<file path="config.mk">
export PLATFORM = sky130hd
export DESIGN_NAME = asr_host
export DESIGN_NICKNAME = d
export VERILOG_FILES = /design/src/verilog/asr_pkg.sv /design/src/verilog/asr_sync.sv /design/src/verilog/asr_host.sv
export SDC_FILE = /design/constraint.sdc
export NUM_CORES = 1
export LEC_CHECK = 0
export BUFFER_PORTS_ARGS = -buffer_cell sky130_fd_sc_hd__buf_2
export CORE_MARGIN = 1
export CORE_UTILIZATION = 51
export DETAILED_ROUTE_END_ITERATION = 16
export GPL_ROUTABILITY_DRIVEN = 0
export PLACE_DENSITY = 0.86
export SKIP_LAST_GASP = 1
export SYNTH_ARGS = -nofsm -noshare
export SYNTH_HDL_FRONTEND = slang
export SYNTH_SLANG_ARGS = --single-unit
</file>
<file path="constraint.sdc">
create_clock -name mclk -period 2 [get_ports mclk]
set_input_delay 0.1 -clock mclk [delete_from_list [all_inputs] [get_ports mclk]]
set_output_delay 0.1 -clock mclk [all_outputs]
set_load 0.005 [all_outputs]
</file>
<file path="src/verilog/asr_pkg.sv">
/*
   package for the async sram host controller: pin carrier, request carrier, timing counts.
   assumes a 10 MHz mclk; all sram timings are met in whole clock cycles.
*/
package asr_pkg;
   localparam int unsigned ADDR_W        = 15;
   localparam int unsigned DATA_W        = 8;
   localparam int unsigned CLK_PERIOD_NS = 100;
   // sram figures, fast grade, in ns
   localparam int unsigned T_RC_NS       = 12;
   localparam int unsigned T_WC_NS       = 12;
   localparam int unsigned T_PWE_NS      = 8;
   localparam int unsigned T_SD_NS       = 7;
   localparam int unsigned T_HZWE_NS     = 7;
   localparam int unsigned T_ACE_NS      = 12;
   localparam int unsigned T_HZCE_NS     = 6;
   localparam int unsigned T_R_NS        = T_RC_NS;
   // least times round up, never below one cycle
   localparam int unsigned RD_CYC  = ((T_ACE_NS + CLK_PERIOD_NS - 1) / CLK_PERIOD_NS) + 1;
   localparam int unsigned WR_CYC  = (((T_HZWE_NS + T_SD_NS) > T_WC_NS ? (T_HZWE_NS + T_SD_NS) : T_WC_NS)
                                      + CLK_PERIOD_NS - 1) / CLK_PERIOD_NS;
   localparam int unsigned TA_CYC  = (T_HZCE_NS + CLK_PERIOD_NS - 1) / CLK_PERIOD_NS;
   localparam int unsigned REC_CYC = (T_R_NS + CLK_PERIOD_NS - 1) / CLK_PERIOD_NS;
   localparam int unsigned CNT_W   = 4;
   localparam logic [CNT_W-1:0] RD_CNT  = CNT_W'(RD_CYC);
   localparam logic [CNT_W-1:0] WR_CNT  = CNT_W'(WR_CYC);
   localparam logic [CNT_W-1:0] TA_CNT  = CNT_W'(TA_CYC);
   localparam logic [CNT_W-1:0] REC_CNT = CNT_W'(REC_CYC);
   localparam logic [ADDR_W-1:0] ADDR_RST = 15'h0000;
   localparam logic [DATA_W-1:0] DATA_RST = 8'h00;

   typedef struct packed {
      logic [ADDR_W-1:0] addr;
      logic              chipSelN;
      logic              writeStrobeN;
      logic              outGateN;
      logic [DATA_W-1:0] sharedDataLineOut;
      logic              sharedDataLineOeN;
   } asr_pins_t;

   typedef struct packed {
      logic              write;
      logic [ADDR_W-1:0] addr;
      logic [DATA_W-1:0] wdata;
   } asr_req_t;
endpackage

</file>
<file path="src/verilog/asr_sync.sv">
/*
   two-flop synchroniser for a bus of pin inputs.
   assumes the inputs are asynchronous to clk.
*/
`timescale 1ns/100ps
`default_nettype none
module asr_sync #(
   parameter int unsigned W = 8
) (
   input  wire logic         clk,
   input  wire logic         rstn,
   input  wire logic [W-1:0] din,
   output logic      [W-1:0] dout
);
   logic [W-1:0] meta_reg;
   logic [W-1:0] sync_reg;
   // meta_reg feeds only sync_reg
   always_ff @(posedge clk) begin
      if (!rstn) begin
         meta_reg <= '0;
         sync_reg <= '0;
      end else begin
         meta_reg <= din;
         sync_reg <= meta_reg;
      end
   end
   assign dout = sync_reg;
endmodule
`default_nettype wire

</file>
<file path="src/verilog/asr_host.sv">
/*
   host controller for an asynchronous byte-wide static memory: one read or write per request.
   assumes a 10 MHz mclk, a synchronous active-low reset, and the memory on the pins of sramPins.
*/
// Behaviour
// - controller sets write data 7 ns before write end, holds 0 ns after
// - controller holds address through write, 8 ns setup to end, 0 ns hold
// - strobe-controlled write with gate low lasts turn-off plus data setup
// - controller never drives data lines while memory drives them
// - controller keeps write strobe high during every read
// - controller sets address before or with chip select falling
// - deselect before supply drop to 2.0 V, wait a read cycle after
`timescale 1ns/100ps
`default_nettype none
module asr_host
   import asr_pkg::*;
(
   input  wire logic              mclk,
   input  wire logic              rstn,
   input  wire asr_req_t          req,
   input  wire logic              reqValid,
   output logic                   reqReady,
   output logic [DATA_W-1:0]      rdData,
   output logic                   rdValid,
   output logic                   wrDone,
   input  wire logic              retainReq,
   output logic                   retainSafe,
   input  wire logic [DATA_W-1:0] sharedDataLineIn,
   output asr_pins_t              sramPins
);
   typedef enum logic [2:0] {ST_IDLE, ST_RD, ST_WR, ST_TURN, ST_RET, ST_REC} asr_state_t;

   asr_state_t        state_reg, state_next;
   logic [CNT_W-1:0]  cnt_reg, cnt_next;
   asr_pins_t         pins_reg, pins_next;
   logic [DATA_W-1:0] rdData_reg, rdData_next;
   logic              rdValid_reg, rdValid_next;
   logic              wrDone_reg, wrDone_next;
   logic              ready_reg, ready_next;
   logic              retSafe_reg, retSafe_next;
   logic [DATA_W-1:0] dataSync;
   logic              retainSync;

   asr_sync #(.W(DATA_W)) uDataSync (
      .clk  (mclk),
      .rstn (rstn),
      .din  (sharedDataLineIn),
      .dout (dataSync)
   );

   asr_sync #(.W(1)) uRetSync (
      .clk  (mclk),
      .rstn (rstn),
      .din  (retainReq),
      .dout (retainSync)
   );

   wire cntDone  = (cnt_reg == '0);
   wire logic [CNT_W-1:0] cntDec = cnt_reg - 1'b1;
   wire startReq = reqValid && ready_reg;

   function automatic asr_pins_t idlePins(input logic [ADDR_W-1:0] a);
      asr_pins_t p;
      p.addr              = a;
      p.chipSelN          = 1'b1;
      p.writeStrobeN      = 1'b1;
      p.outGateN          = 1'b1;
      p.sharedDataLineOut = DATA_RST;
      p.sharedDataLineOeN = 1'b1;
      return p;
   endfunction

   always_comb begin
      state_next   = state_reg;
      cnt_next     = cnt_reg;
      pins_next    = pins_reg;
      rdData_next  = rdData_reg;
      rdValid_next = 1'b0;
      wrDone_next  = 1'b0;
      ready_next   = ready_reg;
      retSafe_next = retSafe_reg;
      case (state_reg)
         ST_IDLE: begin
            if (retainSync) begin
               // deselect before any supply drop
               pins_next    = idlePins(pins_reg.addr);
               ready_next   = 1'b0;
               retSafe_next = 1'b1;
               state_next   = ST_RET;
            end else if (startReq && !req.write) begin
               // address and select change in the same edge, so address is never late
               pins_next.addr         = req.addr;
               pins_next.chipSelN     = 1'b0;
               pins_next.outGateN     = 1'b0;
               pins_next.writeStrobeN = 1'b1;
               pins_next.sharedDataLineOeN = 1'b1;
               ready_next = 1'b0;
               // full count, not count less one: the sample must clear both sync flops
               cnt_next   = RD_CNT;
               state_next = ST_RD;
            end else if (startReq) begin
               // gate high keeps memory off the bus; address, data, strobes set together
               pins_next.addr              = req.addr;
               pins_next.sharedDataLineOut = req.wdata;
               pins_next.sharedDataLineOeN = 1'b0;
               pins_next.outGateN          = 1'b1;
               pins_next.chipSelN          = 1'b0;
               pins_next.writeStrobeN      = 1'b0;
               ready_next = 1'b0;
               cnt_next   = WR_CNT - 1'b1;
               state_next = ST_WR;
            end
         end
         ST_RD: begin
            cnt_next = cntDec[CNT_W-1:0];
            if (cntDone) begin
               // sampled after the two-flop delay; pins held so data is stable meanwhile
               rdData_next  = dataSync;
               rdValid_next = 1'b1;
               pins_next    = idlePins(pins_reg.addr);
               cnt_next     = TA_CNT - 1'b1;
               state_next   = ST_TURN;
            end
         end
         ST_WR: begin
            cnt_next = cntDec[CNT_W-1:0];
            if (cntDone) begin
               // strobes rise first; address stays until the next request, data stays driven until the turnaround ends
               pins_next.writeStrobeN = 1'b1;
               pins_next.chipSelN     = 1'b1;
               wrDone_next = 1'b1;
               cnt_next    = TA_CNT - 1'b1;
               state_next  = ST_TURN;
            end
         end
         ST_TURN: begin
            cnt_next = cntDec[CNT_W-1:0];
            if (cntDone) begin
               // data released a cycle after strobes rose: hold time over 0 ns
               pins_next.sharedDataLineOeN = 1'b1;
               ready_next = 1'b1;
               state_next = ST_IDLE;
            end
         end
         ST_RET: begin
            if (!retainSync) begin
               retSafe_next = 1'b0;
               cnt_next     = REC_CNT - 1'b1;
               state_next   = ST_REC;
            end
         end
         ST_REC: begin
            cnt_next = cntDec[CNT_W-1:0];
            if (cntDone) begin
               ready_next = 1'b1;
               state_next = ST_IDLE;
            end
         end
         default: begin
            pins_next  = idlePins(ADDR_RST);
            ready_next = 1'b0;
            state_next = ST_IDLE;
         end
      endcase
   end

   always_ff @(posedge mclk) begin
      if (!rstn) begin
         state_reg   <= ST_IDLE;
         cnt_reg     <= '0;
         pins_reg    <= idlePins(ADDR_RST);
         rdData_reg  <= DATA_RST;
         rdValid_reg <= 1'b0;
         wrDone_reg  <= 1'b0;
         ready_reg   <= 1'b0;
         retSafe_reg <= 1'b0;
      end else begin
         state_reg   <= state_next;
         cnt_reg     <= cnt_next;
         pins_reg    <= pins_next;
         rdData_reg  <= rdData_next;
         rdValid_reg <= rdValid_next;
         wrDone_reg  <= wrDone_next;
         ready_reg   <= (state_reg == ST_IDLE && !retainSync && !startReq && !retSafe_reg) ? 1'b1 : ready_next;
         retSafe_reg <= retSafe_next;
      end
   end

   assign sramPins   = pins_reg;
   assign reqReady   = ready_reg;
   assign rdData     = rdData_reg;
   assign rdValid    = rdValid_reg;
   assign wrDone     = wrDone_reg;
   assign retainSafe = retSafe_reg;
endmodule
`default_nettype wire

</file>
# Yosys cells after proc, flatten, opt, wreduce, memory -nomap -nowiden
# Index checks and enable logic that the tools add are counted.
dict set report word_totals {
  out_inout_bits 39
  wordCells 107
  in_bits 36
  ff_bits 64
}
dict set report op_classes {
  muxes 34
  bitwise 4
  n_eq_ne 20
  n_addsub 1
  n_reduce_logical 31
}
# op n
set op_table {}
lappend op_table {{$mux 27} 2}
lappend op_table {{$pmux 15 s3} 1}
lappend op_table {{$pmux 9 s3} 1}
lappend op_table {{$reduce_and 4->1} 6}
lappend op_table {{$mux 4} 5}
lappend op_table {{$mux 18} 1}
lappend op_table {{$mux 3} 6}
lappend op_table {{$pmux 4 s4} 1}
lappend op_table {{$mux 12} 1}
lappend op_table {{$pmux 3 s4} 1}
lappend op_table {{$ne 2x2->1 const B} 5}
lappend op_table {{$mux 1} 9}
lappend op_table {{$reduce_and 3->1} 3}
lappend op_table {{$reduce_or 3->1} 3}
lappend op_table {{$mux 8} 1}
lappend op_table {{$ne 2x1->1 const B} 4}
lappend op_table {{$pmux 2 s4} 1}
lappend op_table {{$eq 3x2->1 const B} 2}
lappend op_table {{$eq 3x3->1 const B} 2}
lappend op_table {{$ne 3x2->1 const B} 2}
lappend op_table {{$reduce_and 2->1} 3}
lappend op_table {{$logic_and 1x1->1} 5}
lappend op_table {{$ne 5x3->1 const B} 1}
lappend op_table {{$logic_not 1->1} 4}
lappend op_table {{16 further kinds} 20}

# Logic depth before layout (Yosys ltp)
# Gate-level depths: netlist of run 1.
dict set report logic_depth {
  ltp_word 6
  depth_mapped 7
  ltp_nobuf 6
}

# Modules after synthesis
# Synthesis of run 1 repeated with hierarchy kept, for this count alone.
dict set report unflattened {
  cells_unflattened 267
  hier_area_um2 2538.7
}
# mod cells_each seq_area_each_um2 instances area_per_inst_um2
set modules_own_cells {}
lappend modules_own_cells {asr_host 230 920.9 1 2039.5}
lappend modules_own_cells {{asr_sync (uDataSync)} 33 320.3 1 446.7}
lappend modules_own_cells {{asr_sync (uRetSync)} 4 40.0 1 52.6}

# Worst setup path after synthesis of run 1
# OpenSTA, ideal clock, no wires.
dict set report synth_timing {
  path_type {reg2reg}
  startpoint {register cnt_reg[0]}
  endpoint {register pins_reg (netlist bit sramPins[1])}
  period_less_slack_ns 1.795
  slack_ns 0.205
  t_arrival_ns 1.677
  stages_incl_launch_ff 7
  path_cell_list {dfxtp_1 > inv_1 > ha_1 > or3b_4 > a221oi_4 > o21ai_2 > a32o_2}
}
dict set report synth_between {
  elab_chain_len 3
}
# element line
set synth_lines {}
lappend synth_lines {{from (decl)} asr_host.sv:34} ;# logic [CNT_W-1:0] cnt_reg, cnt_next;
lappend synth_lines {{from (signal assigned)} asr_host.sv:179} ;# cnt_reg <= cnt_next;
lappend synth_lines {{$logic_not 4->1} asr_host.sv:58} ;# wire cntDone = (cnt_reg == '0);
lappend synth_lines {{$ne 2x2->1 (no source line)} -}
lappend synth_lines {{$reduce_and 4->1 (no source line)} -}
lappend synth_lines {{to (signal assigned)} asr_host.sv:171} ;# pins_reg <= idlePins(ADDR_RST);
lappend synth_lines {{to (signal assigned)} asr_host.sv:180} ;# pins_reg <= pins_next;
lappend synth_lines {{to (decl)} asr_host.sv:35} ;# asr_pins_t pins_reg, pins_next;
# No other way between the ends.
# A chain may end at the register's enable or synchronous reset.

# Worst setup path after layout of run 1
dict set report layout_timing {
  startpoint {register cnt_reg[0]}
  endpoint {register pins_reg (netlist bit sramPins[6])}
}
# Same word-level chain as after synthesis.

==> flow_metrics.env, run 1 <==
export IMPL_outcome="completed"
export IMPL_cp_max_fo=8
export IMPL_synth_area_per_cell_um2=9.14
export IMPL_final_cell_area_um2=3350
export IMPL_yosysTopAreaCell="dfxtp_1"
export IMPL_die_x_um=72.3
export IMPL_io_pin_count=75
export IMPL_synth_cell_types=42
export IMPL_largest_reg_flops=27
export IMPL_hold_viol_final=0
export IMPL_crit_path_start_kind="flip-flop"
export IMPL_avgViaCountPerCell=5.29
export IMPL_crit_arrival_ns=2.13
export IMPL_critical_path_buf_inv_count=1
export IMPL_cp_cell_sequence="inv_1 -> ha_2 -> or3b_4 -> a221oi_4 -> o21ai_4 -> a32o_2"
export IMPL_num_antenna_cells=0
export IMPL_max_stage_delay_ns=0.41
export IMPL_path_class="reg -> reg"
export IMPL_cp_top_family="compound AO/OA/AOI/OAI gates"
export IMPL_async_flop_share_pct=0
export IMPL_skew_ns=0.00515
export IMPL_clk_path_buf_depth=2
export IMPL_synth_edf_count=0
export IMPL_peakVddDrop_mv=0.792
export IMPL_timing_slew_headroom_pct=59.0
export IMPL_grt_usage_pct=22.7
export IMPL_fp_dieArea_um2=5230
export IMPL_final_setup_viol_count=0
export IMPL_postCtsSetupBuffers=0
export IMPL_drt_total_wl_um=5530
export IMPL_clk_pin_slew_worst_paths_ns=0.07
export IMPL_dr_pass1_iters=4
export IMPL_ys_ff_latch=64
export IMPL_fin_nets=401
export IMPL_layout_drive_gt1_share_pct=31.8
export IMPL_port_buffers=74
export IMPL_synth_nets=314
export IMPL_cts_made_buffers=9
export IMPL_synth_top_area_share_pct=50.8
export IMPL_worst_pin_slew_ns=0.613
export IMPL_synth_area_leaders="dfxtp_1, a21oi_1, and2_1"
export IMPL_clk_insertion_delay_late_ns=0.33
export IMPL_die_y_um=72.3
export IMPL_min_period_over_period_pct=95.0
export IMPL_powerDensity_nw_per_um2=1270
export IMPL_ys_flop_type="dfxtp_1"
export IMPL_first_iter_violations=118
export IMPL_start_util_pct=53.1
export IMPL_clk_root_buffer_cell="clkbuf_8"
export IMPL_p_int_uw=2840
export IMPL_totalNegativeSetupSlack_ns=0
export IMPL_grt_pass1_vias=2084
export IMPL_cp_slowest_cell="or3b_4"
export IMPL_holdWs_ns=0.0362
export IMPL_synth_most_common_cell="dfxtp_1"
export IMPL_yosys_warnings=0
export IMPL_drtAntennaViolNets=0
export IMPL_power_leakage_uw=0.00148
export IMPL_cts_max_level=3
export IMPL_max_cap_violations=0
export IMPL_synthTopCellsByCount="dfxtp_1, nand2_1, a21oi_1"
export IMPL_rsz0062_at_grt="false"
export IMPL_cts_tree="yes"
export IMPL_clkSinkCount=64
export IMPL_antenna_found_initial=0
export IMPL_cp_end_kind="flip-flop"
export IMPL_grt_pass1_wl_um=9080
export IMPL_pwr_share_seq_pct=39.2
export IMPL_post_route_min_period_ns=1.90
export IMPL_drc=0
export IMPL_coreArea_um2=4750
export IMPL_hp_class="in -> reg"
export IMPL_grt_max_degree=27
export IMPL_syn_inst=276
export IMPL_post_dp_hpwl_um=3800
export IMPL_place_area_um2=2950
export IMPL_power_frac_comb_pct=32.4
export IMPL_clockPowerShare_pct=28.4
export IMPL_row_count=25
export IMPL_syn2layout_area_growth_pct=32.7
export IMPL_synth_yosys_seq_area_share_pct=50.8
export IMPL_p_switching_uw=1390
export IMPL_max_freq_mhz=526
export IMPL_required_ns=2.23
export IMPL_swShare_pct=32.9
export IMPL_dr_total_vias=2303
export IMPL_wl_per_cell_um=12.7
export IMPL_grt_overflow=0
export IMPL_maxSlewViolCount=0
export IMPL_syn_area_um2=2520
[repair_timing]
| action | CTS | global route |
|---|---|---|
| gates resized for setup | 0 | 3 |
| endpoints found under the setup margin | 0 | 8 |
| hold buffers | 17 | 0 |
| hold endpoints to repair | 17 | 0 |
[tightest hold or removal path, delay by kind of cell]
family / cells / cell delay [ns]
buffers and inverters: 1 / 0.10
AOI/OAI and AO/OA: 2 / 0.13
[kinds of logic after synthesis]
logic type	after synthesis	share of synthesized area [%]
multiplexers	2	0.794
XOR/XNOR	3	1.04
AND/OR/NAND/NOR	97	19.6
flip-flops	64	50.8
adder cells (fa/ha/maj)	2	0.992
buffers and inverters	28	4.61
AO/OA/AOI/OAI	80	22.2
[cell usage in the layout (no fill, tap or decap), drive strengths merged, types with 2 or more instances in the layout]
cell type,instances
a211oi,2
a21oi,33
a32o,8
and2,21
and3b,2
buf,82
bufinv,2
clkbuf,10
clkinv,3
dfxtp,64
dlygate4sd3,17
ha,2
inv,5
mux2i,2
nand2,34
nand3,10
nor2,14
nor3,2
o211ai,16
o21ai,9
o311a,2
o31ai,2
or2,3
or3,2
xnor2,3
[per-stage QoR]
step | utilization (%) | power (uW) | std cells | setup WS, ns
final | 70.4 | 4240 | 435 | 0.0993
after global routing | 70.4 | 4500 | 435 | 0.0123
after CTS | 70.2 | 4250 | 435 | 0.0485
after detailed placement | 61.9 | 3010 | 402 | 0.0653
after global placement | 61.9 | 2970 | 402 | 0.135
after floorplan | - | 2620 | 276 | 0.205
[layer usage]
layer / global-route usage [%] / wire, um / part of all wire [%] / vias up
li1: - / - / - / 1149
met1: 26.2 / 2410 / 44 / 1042
met2: 37.3 / 2610 / 47 / 99
met3: 6.39 / 365 / 6.6 / 13
met4: 13.9 / 143 / 2.6 / 0
met5: 0 / 0 / 0 / -
[path summary, 6_finish.rpt]
kind                                             from                end  slack, ns  depth (start not counted)
worst max-delay path                       cnt_reg[0]        sramPins[6]        0.1                          6
worst min-delay path                          req[18]       sramPins[22]       0.04                          3
worst max register to register             cnt_reg[0]        sramPins[6]        0.1                          6
worst min register to register  uDataSync.meta_reg[4]  uDataSync.dout[4]       0.43                          1
[power by group through the flow]
stage               sequential, uW  combinational (uW)  clock [uW]
global placement              1670                1300           0
floorplan                     1610                1010           0
finish                        1660                1370        1200
detailed placement            1680                1330           0
CTS                           1650                1360        1230
global route                  1690                1530        1280
[area by class of cell]
| cell class | count | area (um^2) |
|---|---|---|
| Multi-Input combinational cell | 184 | 1140 |
| Timing Repair Buffer | 99 | 601 |
| Inverter | 5 | 18.8 |
| Tap cell | 67 | 83.8 |
| Sequential cell | 64 | 1280 |
| Clock inverter | 6 | 82.6 |
| Fill cell | 383 | 1410 |
| Clock buffer | 10 | 138 |
Power figures use the tool's default switching activity.
==> run 2: changes to the inputs <==
==> constraint.sdc (replaced) <==
create_clock -name mclk -period 2 [get_ports mclk]
set_input_delay 0.2 -clock mclk [delete_from_list [all_inputs] [get_ports mclk]]
set_output_delay 0.2 -clock mclk [all_outputs]
set_load 0.005 [all_outputs]
==> run 2 against run 1 <==
Global-route usage is 0.48 points lower. Critical path depth unchanged. Clock skew increased by 0.0029 ns. Power down 3.1%. Clock power decreased by 7%. Count of clock-buffer cells in the layout decreased by 1. Sequential share of layout area up 2.4 points. Core utilization decreased by 4.1 points. Via count fell by 3.3%. Flip-flop and latch count stayed put. Critical path type unchanged.
==> flow_metrics.env, run 2 (same netlist as run 1, synthesis figures left out) <==
export IMPL_cts_made_buffers=9
export IMPL_grt_pass1_wl_um=9020
export IMPL_start_util_pct=53.1
export IMPL_critical_path_buf_inv_count=1
export IMPL_cts_tree="yes"
export IMPL_required_ns=2.23
export IMPL_reg2regPathDepth=6
export IMPL_maxSlewViolCount=0
export IMPL_hold_depth=2
export IMPL_num_antenna_cells=0
export IMPL_grt_max_degree=28
export IMPL_timing_slew_headroom_pct=65.5
export IMPL_die_x_um=72.3
export IMPL_max_freq_mhz=530
export IMPL_layout_drive_gt1_share_pct=33.1
export IMPL_die_y_um=72.3
export IMPL_grt_overflow=0
export IMPL_rsz0062_at_grt="true"
export IMPL_grt_pass1_vias=2058
export IMPL_min_period_over_period_pct=94.4
export IMPL_grt_usage_pct=22.2
export IMPL_antenna_found_initial=0
export IMPL_drc=0
export IMPL_stdcell_count=417
export IMPL_max_stage_delay_ns=0.41
export IMPL_fp_dieArea_um2=5230
export IMPL_row_count=25
export IMPL_final_common_cell="buf_2"
export IMPL_coreArea_um2=4750
export IMPL_port_buffers=74
export IMPL_power_leakage_uw=0.00139
export IMPL_first_iter_violations=100
export IMPL_powerDensity_nw_per_um2=1300
export IMPL_wl_per_cell_um=12.8
export IMPL_clk_insertion_delay_late_ns=0.34
export IMPL_fillCellCount=404
export IMPL_post_route_min_period_ns=1.89
export IMPL_cp_cell_sequence="inv_1 -> ha_1 -> or3b_4 -> a221oi_4 -> o21ai_4 -> a32o_2"
export IMPL_reg2reg_from="cnt_reg[0]"
export IMPL_worst_pin_slew_ns=0.517
export IMPL_multi_input_area_um2=1140
export IMPL_drt_total_wl_um=5340
export IMPL_final_util_pct=66.3
export IMPL_dr_pass1_iters=4
export IMPL_largest_reg_flops=27
export IMPL_syn2layout_area_growth_pct=25.0
export IMPL_clkSinkCount=64
export IMPL_skew_ns=0.00806
export IMPL_cp_max_fo=8
export IMPL_final_setup_worst_slack_ns=0.113
export IMPL_hold_path_end="uDataSync.meta_reg[1]"
export IMPL_r2r_slack_ns=0.11
export IMPL_final_setup_viol_count=0
export IMPL_cp_slowest_cell="or3b_4"
export IMPL_hp_start="sharedDataLineIn[1]"
export IMPL_path_class="reg -> reg"
export IMPL_cp_top_family="compound AO/OA/AOI/OAI gates"
export IMPL_seq_area_um2=1280
export IMPL_outcome="completed"
export IMPL_dr_total_vias=2228
export IMPL_crit_arrival_ns=2.12
export IMPL_clk_root_buffer_cell="clkbuf_8"
export IMPL_drtAntennaViolNets=0
export IMPL_io_pin_count=75
export IMPL_post_dp_hpwl_um=3760
export IMPL_hold_viol_final=0
export IMPL_place_ws_ns=0.0770
export IMPL_layout_common_cells="buf_2, dfxtp_1, nand2_1, a21oi_1, and2_1"
export IMPL_fin_nets=383
export IMPL_finalPower_uw=4110
export IMPL_hp_class="in -> reg"
export IMPL_peakVddDrop_mv=0.767
export IMPL_max_cap_violations=0
export IMPL_cp_end_kind="flip-flop"
export IMPL_avgViaCountPerCell=5.34
export IMPL_cts_max_level=3
export IMPL_clk_pin_slew_worst_paths_ns=0.08
export IMPL_crit_path_start_kind="flip-flop"
export IMPL_dpl_cell_count=401
export IMPL_clk_path_buf_depth=2
export IMPL_r2r_end="sramPins[4]"
==> run 2: changes by cell type in the layout (fill, tap and decap cells not counted), moves of 2 or more <==
| cell | previous run | this run |
|---|---|---|
| inv_6 | 0 | 2 |
| clkinv_2 | 3 | 0 |
| dlygate4sd3_1 | 17 | 0 |
| clkinv_4 | 0 | 2 |
==> run 2: timing repair <==
item | 4_1_cts | 5_1_grt
setup buffers | 0 | 0
hold buffers | 0 | 0
gates resized for setup | 0 | 3
setup endpoints to repair | 0 | 9
==> run 2: worst max-delay path by stage <==
| stage | from | end | slack [ns] | cells past startpoint |
|---|---|---|---|---|
| after global routing | cnt_reg[0] | sramPins[4] | -0.0007 | 6 |
| after CTS | cnt_reg[0] | sramPins[1] | 0.07 | 6 |
| after global placement | cnt_reg[0] | sramPins[4] | 0.13 | 6 |
| final | cnt_reg[0] | sramPins[4] | 0.11 | 6 |
| after detailed placement | cnt_reg[0] | sramPins[1] | 0.08 | 6 |
| after floorplan | cnt_reg[0] | sramPins[1] | 0.21 | 6 |
==> run 2: per-stage QoR <==
| stage | setup TNS, ns | cell area, um^2 | hold WS, ns |
|---|---|---|---|
| after floorplan | 0 | 2520 | 0.327 |
| after global placement | 0 | 2940 | 0.406 |
| after detailed placement | 0 | 2940 | 0.408 |
| after CTS | 0 | 3140 | 0.0439 |
| after global routing | -0.000745 | 3150 | 0.0501 |
| final | 0 | 3150 | 0.0585 |
==> run 2: power by group <==
| group | switching [uW] | total (uW) | internal (uW) | leakage (uW) |
|---|---|---|---|---|
| Sequential | 187 | 1660 | 1470 | 0.000523 |
| Combinational | 738 | 1340 | 606 | 0.000768 |
| Clock | 519 | 1110 | 587 | 0.0000964 |
==> run 2: final cells by class <==
class                           count  area share, %
Clock buffer                        9           3.93
Multi-Input combinational cell    184           36.2
Timing Repair Buffer               81           13.4
Tap cell                           67           2.66
Clock inverter                      7           2.54
Inverter                            5          0.595
Sequential cell                    64           40.6
==> run 2: layer usage <==
metal	track usage, %	share of wire (%)	vias up
li1	-	-	1110
met1	26.6	44	1015
met2	36.6	47	94
met3	7.36	7.4	9
met4	9.37	1.4	0
met5	0	0	-
==> run 3: changes to the inputs <==
--- a/config.mk
+++ b/config.mk
@@ -6,7 +6,7 @@
 export NUM_CORES = 1
 export LEC_CHECK = 0
 export BUFFER_PORTS_ARGS = -buffer_cell sky130_fd_sc_hd__buf_2
-export CORE_MARGIN = 1
+export CORE_MARGIN = 3
 export CORE_UTILIZATION = 51
 export DETAILED_ROUTE_END_ITERATION = 16
 export GPL_ROUTABILITY_DRIVEN = 0
==> constraint.sdc (replaced) <==
create_clock -name mclk -period 2 [get_ports mclk]
set_input_delay 0.1 -clock mclk [delete_from_list [all_inputs] [get_ports mclk]]
set_output_delay 0.1 -clock mclk [all_outputs]
set_load 0.005 [all_outputs]
==> run 3 against run 2 <==
Sequential share of layout area shrank 3.0 points. Clock power up 24%. Core utilization grew 8.3 points. Worst setup slack lost 0.015 ns. Power grew 8.8%. Critical path type unchanged. Clock skew is 0.0019 ns higher. Wire length rose by 16%. Non-clock buffer count is 22 higher. Highest routed layer unchanged. Count of clock-buffer cells in the layout increased by 1. Combinational power increased by 8%. Flip-flop and latch count stayed put.
==> flow_metrics.env, run 3 (same netlist as run 1, synthesis figures left out) <==
export IMPL_hold_viol_final=0
export IMPL_clk_root_buffer_cell="clkbuf_8"
export IMPL_num_antenna_cells=0
export IMPL_clkSinkCount=64
export IMPL_hp_class="in -> reg"
export IMPL_grt_pass1_wl_um=10200
export IMPL_die_x_um=76.3
export IMPL_final_setup_viol_count=0
export IMPL_final_cell_area_um2=3400
export IMPL_row_count=24
export IMPL_dpl_cell_count=402
export IMPL_drc=0
export IMPL_powerDensity_nw_per_um2=1310
export IMPL_grt_usage_pct=21.6
export IMPL_totalNegativeSetupSlack_ns=0
export IMPL_final_setup_worst_slack_ns=0.0971
export IMPL_drt_total_wl_um=6210
export IMPL_max_freq_mhz=526
export IMPL_drtAntennaViolNets=0
export IMPL_cts_tree="yes"
export IMPL_stdcell_count=437
export IMPL_pwr_share_seq_pct=36.6
export IMPL_outcome="completed"
export IMPL_skew_ns=0.00996
export IMPL_cts_max_level=3
export IMPL_place_area_um2=2960
export IMPL_swShare_pct=32.4
export IMPL_clk_insertion_delay_late_ns=0.34
export IMPL_post_route_min_period_ns=1.90
export IMPL_fp_dieArea_um2=5830
export IMPL_die_y_um=76.3
export IMPL_layout_common_cells="buf_2, dfxtp_1, nand2_1, a21oi_1, and2_1"
export IMPL_start_util_pct=55.3
export IMPL_cts_made_buffers=9
export IMPL_clk_path_buf_depth=2
export IMPL_required_ns=2.23
export IMPL_crit_path_start_kind="flip-flop"
export IMPL_grt_overflow=0
export IMPL_dr_total_vias=2321
export IMPL_cp_max_fo=8
export IMPL_final_common_cell="buf_2"
export IMPL_timing_slew_headroom_pct=53.6
export IMPL_p_switching_uw=1450
export IMPL_grt_max_degree=27
export IMPL_place_ws_ns=0.0896
export IMPL_dr_pass1_iters=4
export IMPL_path_class="reg -> reg"
export IMPL_io_pin_count=75
export IMPL_worst_pin_slew_ns=0.694
export IMPL_grt_pass1_vias=2181
export IMPL_layout_drive_gt1_share_pct=32.3
export IMPL_first_iter_violations=166
export IMPL_syn2layout_area_growth_pct=35.0
export IMPL_post_dp_hpwl_um=3970
export IMPL_clk_pin_slew_worst_paths_ns=0.08
export IMPL_avgViaCountPerCell=5.31
export IMPL_max_cap_violations=0
export IMPL_cp_end_kind="flip-flop"
export IMPL_p_int_uw=3020
export IMPL_antenna_found_initial=0
export IMPL_clockPowerShare_pct=30.9
export IMPL_largest_reg_flops=27
export IMPL_min_period_over_period_pct=95.1
export IMPL_port_buffers=74
export IMPL_maxSlewViolCount=0
export IMPL_crit_arrival_ns=2.14
export IMPL_coreArea_um2=4560
export IMPL_wl_per_cell_um=14.2
export IMPL_peakVddDrop_mv=0.801
export IMPL_power_leakage_uw=0.00151
export IMPL_holdWs_ns=0.0330
export IMPL_power_frac_comb_pct=32.5
export IMPL_fin_nets=405
-- run 3: final cells by class --
cell class | count | area [um^2]
Fill cell | 331 | 1160
Multi-Input combinational cell | 184 | 1140
Tap cell | 65 | 81.3
Timing Repair Buffer | 103 | 631
Clock buffer | 10 | 138
Inverter | 5 | 18.8
Sequential cell | 64 | 1280
Clock inverter | 6 | 115
-- run 3: final timing paths --
| kind | depth (start not counted) | from | slack (ns) | endpoint |
|---|---|---|---|---|
| worst max-delay path | 6 | cnt_reg[0] | 0.1 | sramPins[1] |
| worst min-delay path | 3 | req[11] | 0.03 | sramPins[15] |
| worst max register to register | 6 | cnt_reg[0] | 0.1 | sramPins[1] |
| worst min register to register | 1 | uDataSync.meta_reg[6] | 0.44 | uDataSync.dout[6] |
-- run 3: repair_timing --
item | CTS | global route
hold endpoints to repair | 17 | 0
buffers inserted | 0 | 2
resized for setup | 0 | 2
setup endpoints to repair | 0 | 8
hold buffers | 17 | 0
-- run 3: power groups by stage --
stage | Combinational, uW | Sequential [uW] | Clock (uW)
floorplan | 1010 | 1610 | 0
global placement | 1330 | 1660 | 0
detailed placement | 1360 | 1660 | 0
CTS | 1390 | 1630 | 1400
global route | 1600 | 1670 | 1460
finish | 1450 | 1640 | 1380
-- run 3: worst max-delay path, stage by stage (launching register included) --
cell and delay (ns):
dfxtp_1 0.33, inv_1 0.08, ha_1 0.17, or3b_4 0.41, a221oi_4 0.38, o21ai_4 0.13, a32o_2 0.29
-- run 3: metrics by stage --
stage | total power (uW) | util [%]
floorplan | 2620 | -
global placement | 2990 | 64.8
detailed placement | 3020 | 64.8
CTS | 4430 | 74.1
global route | 4730 | 74.6
finish | 4470 | 74.6
-- run 3: metal layers --
layer / up-vias / track usage (%) / wire length, um
met5: - / 0 / 0
met4: 0 / 10.3 / 104
met3: 10 / 5.32 / 469
met2: 113 / 34.7 / 2940
met1: 1045 / 27.1 / 2690
li1: 1153 / - / -
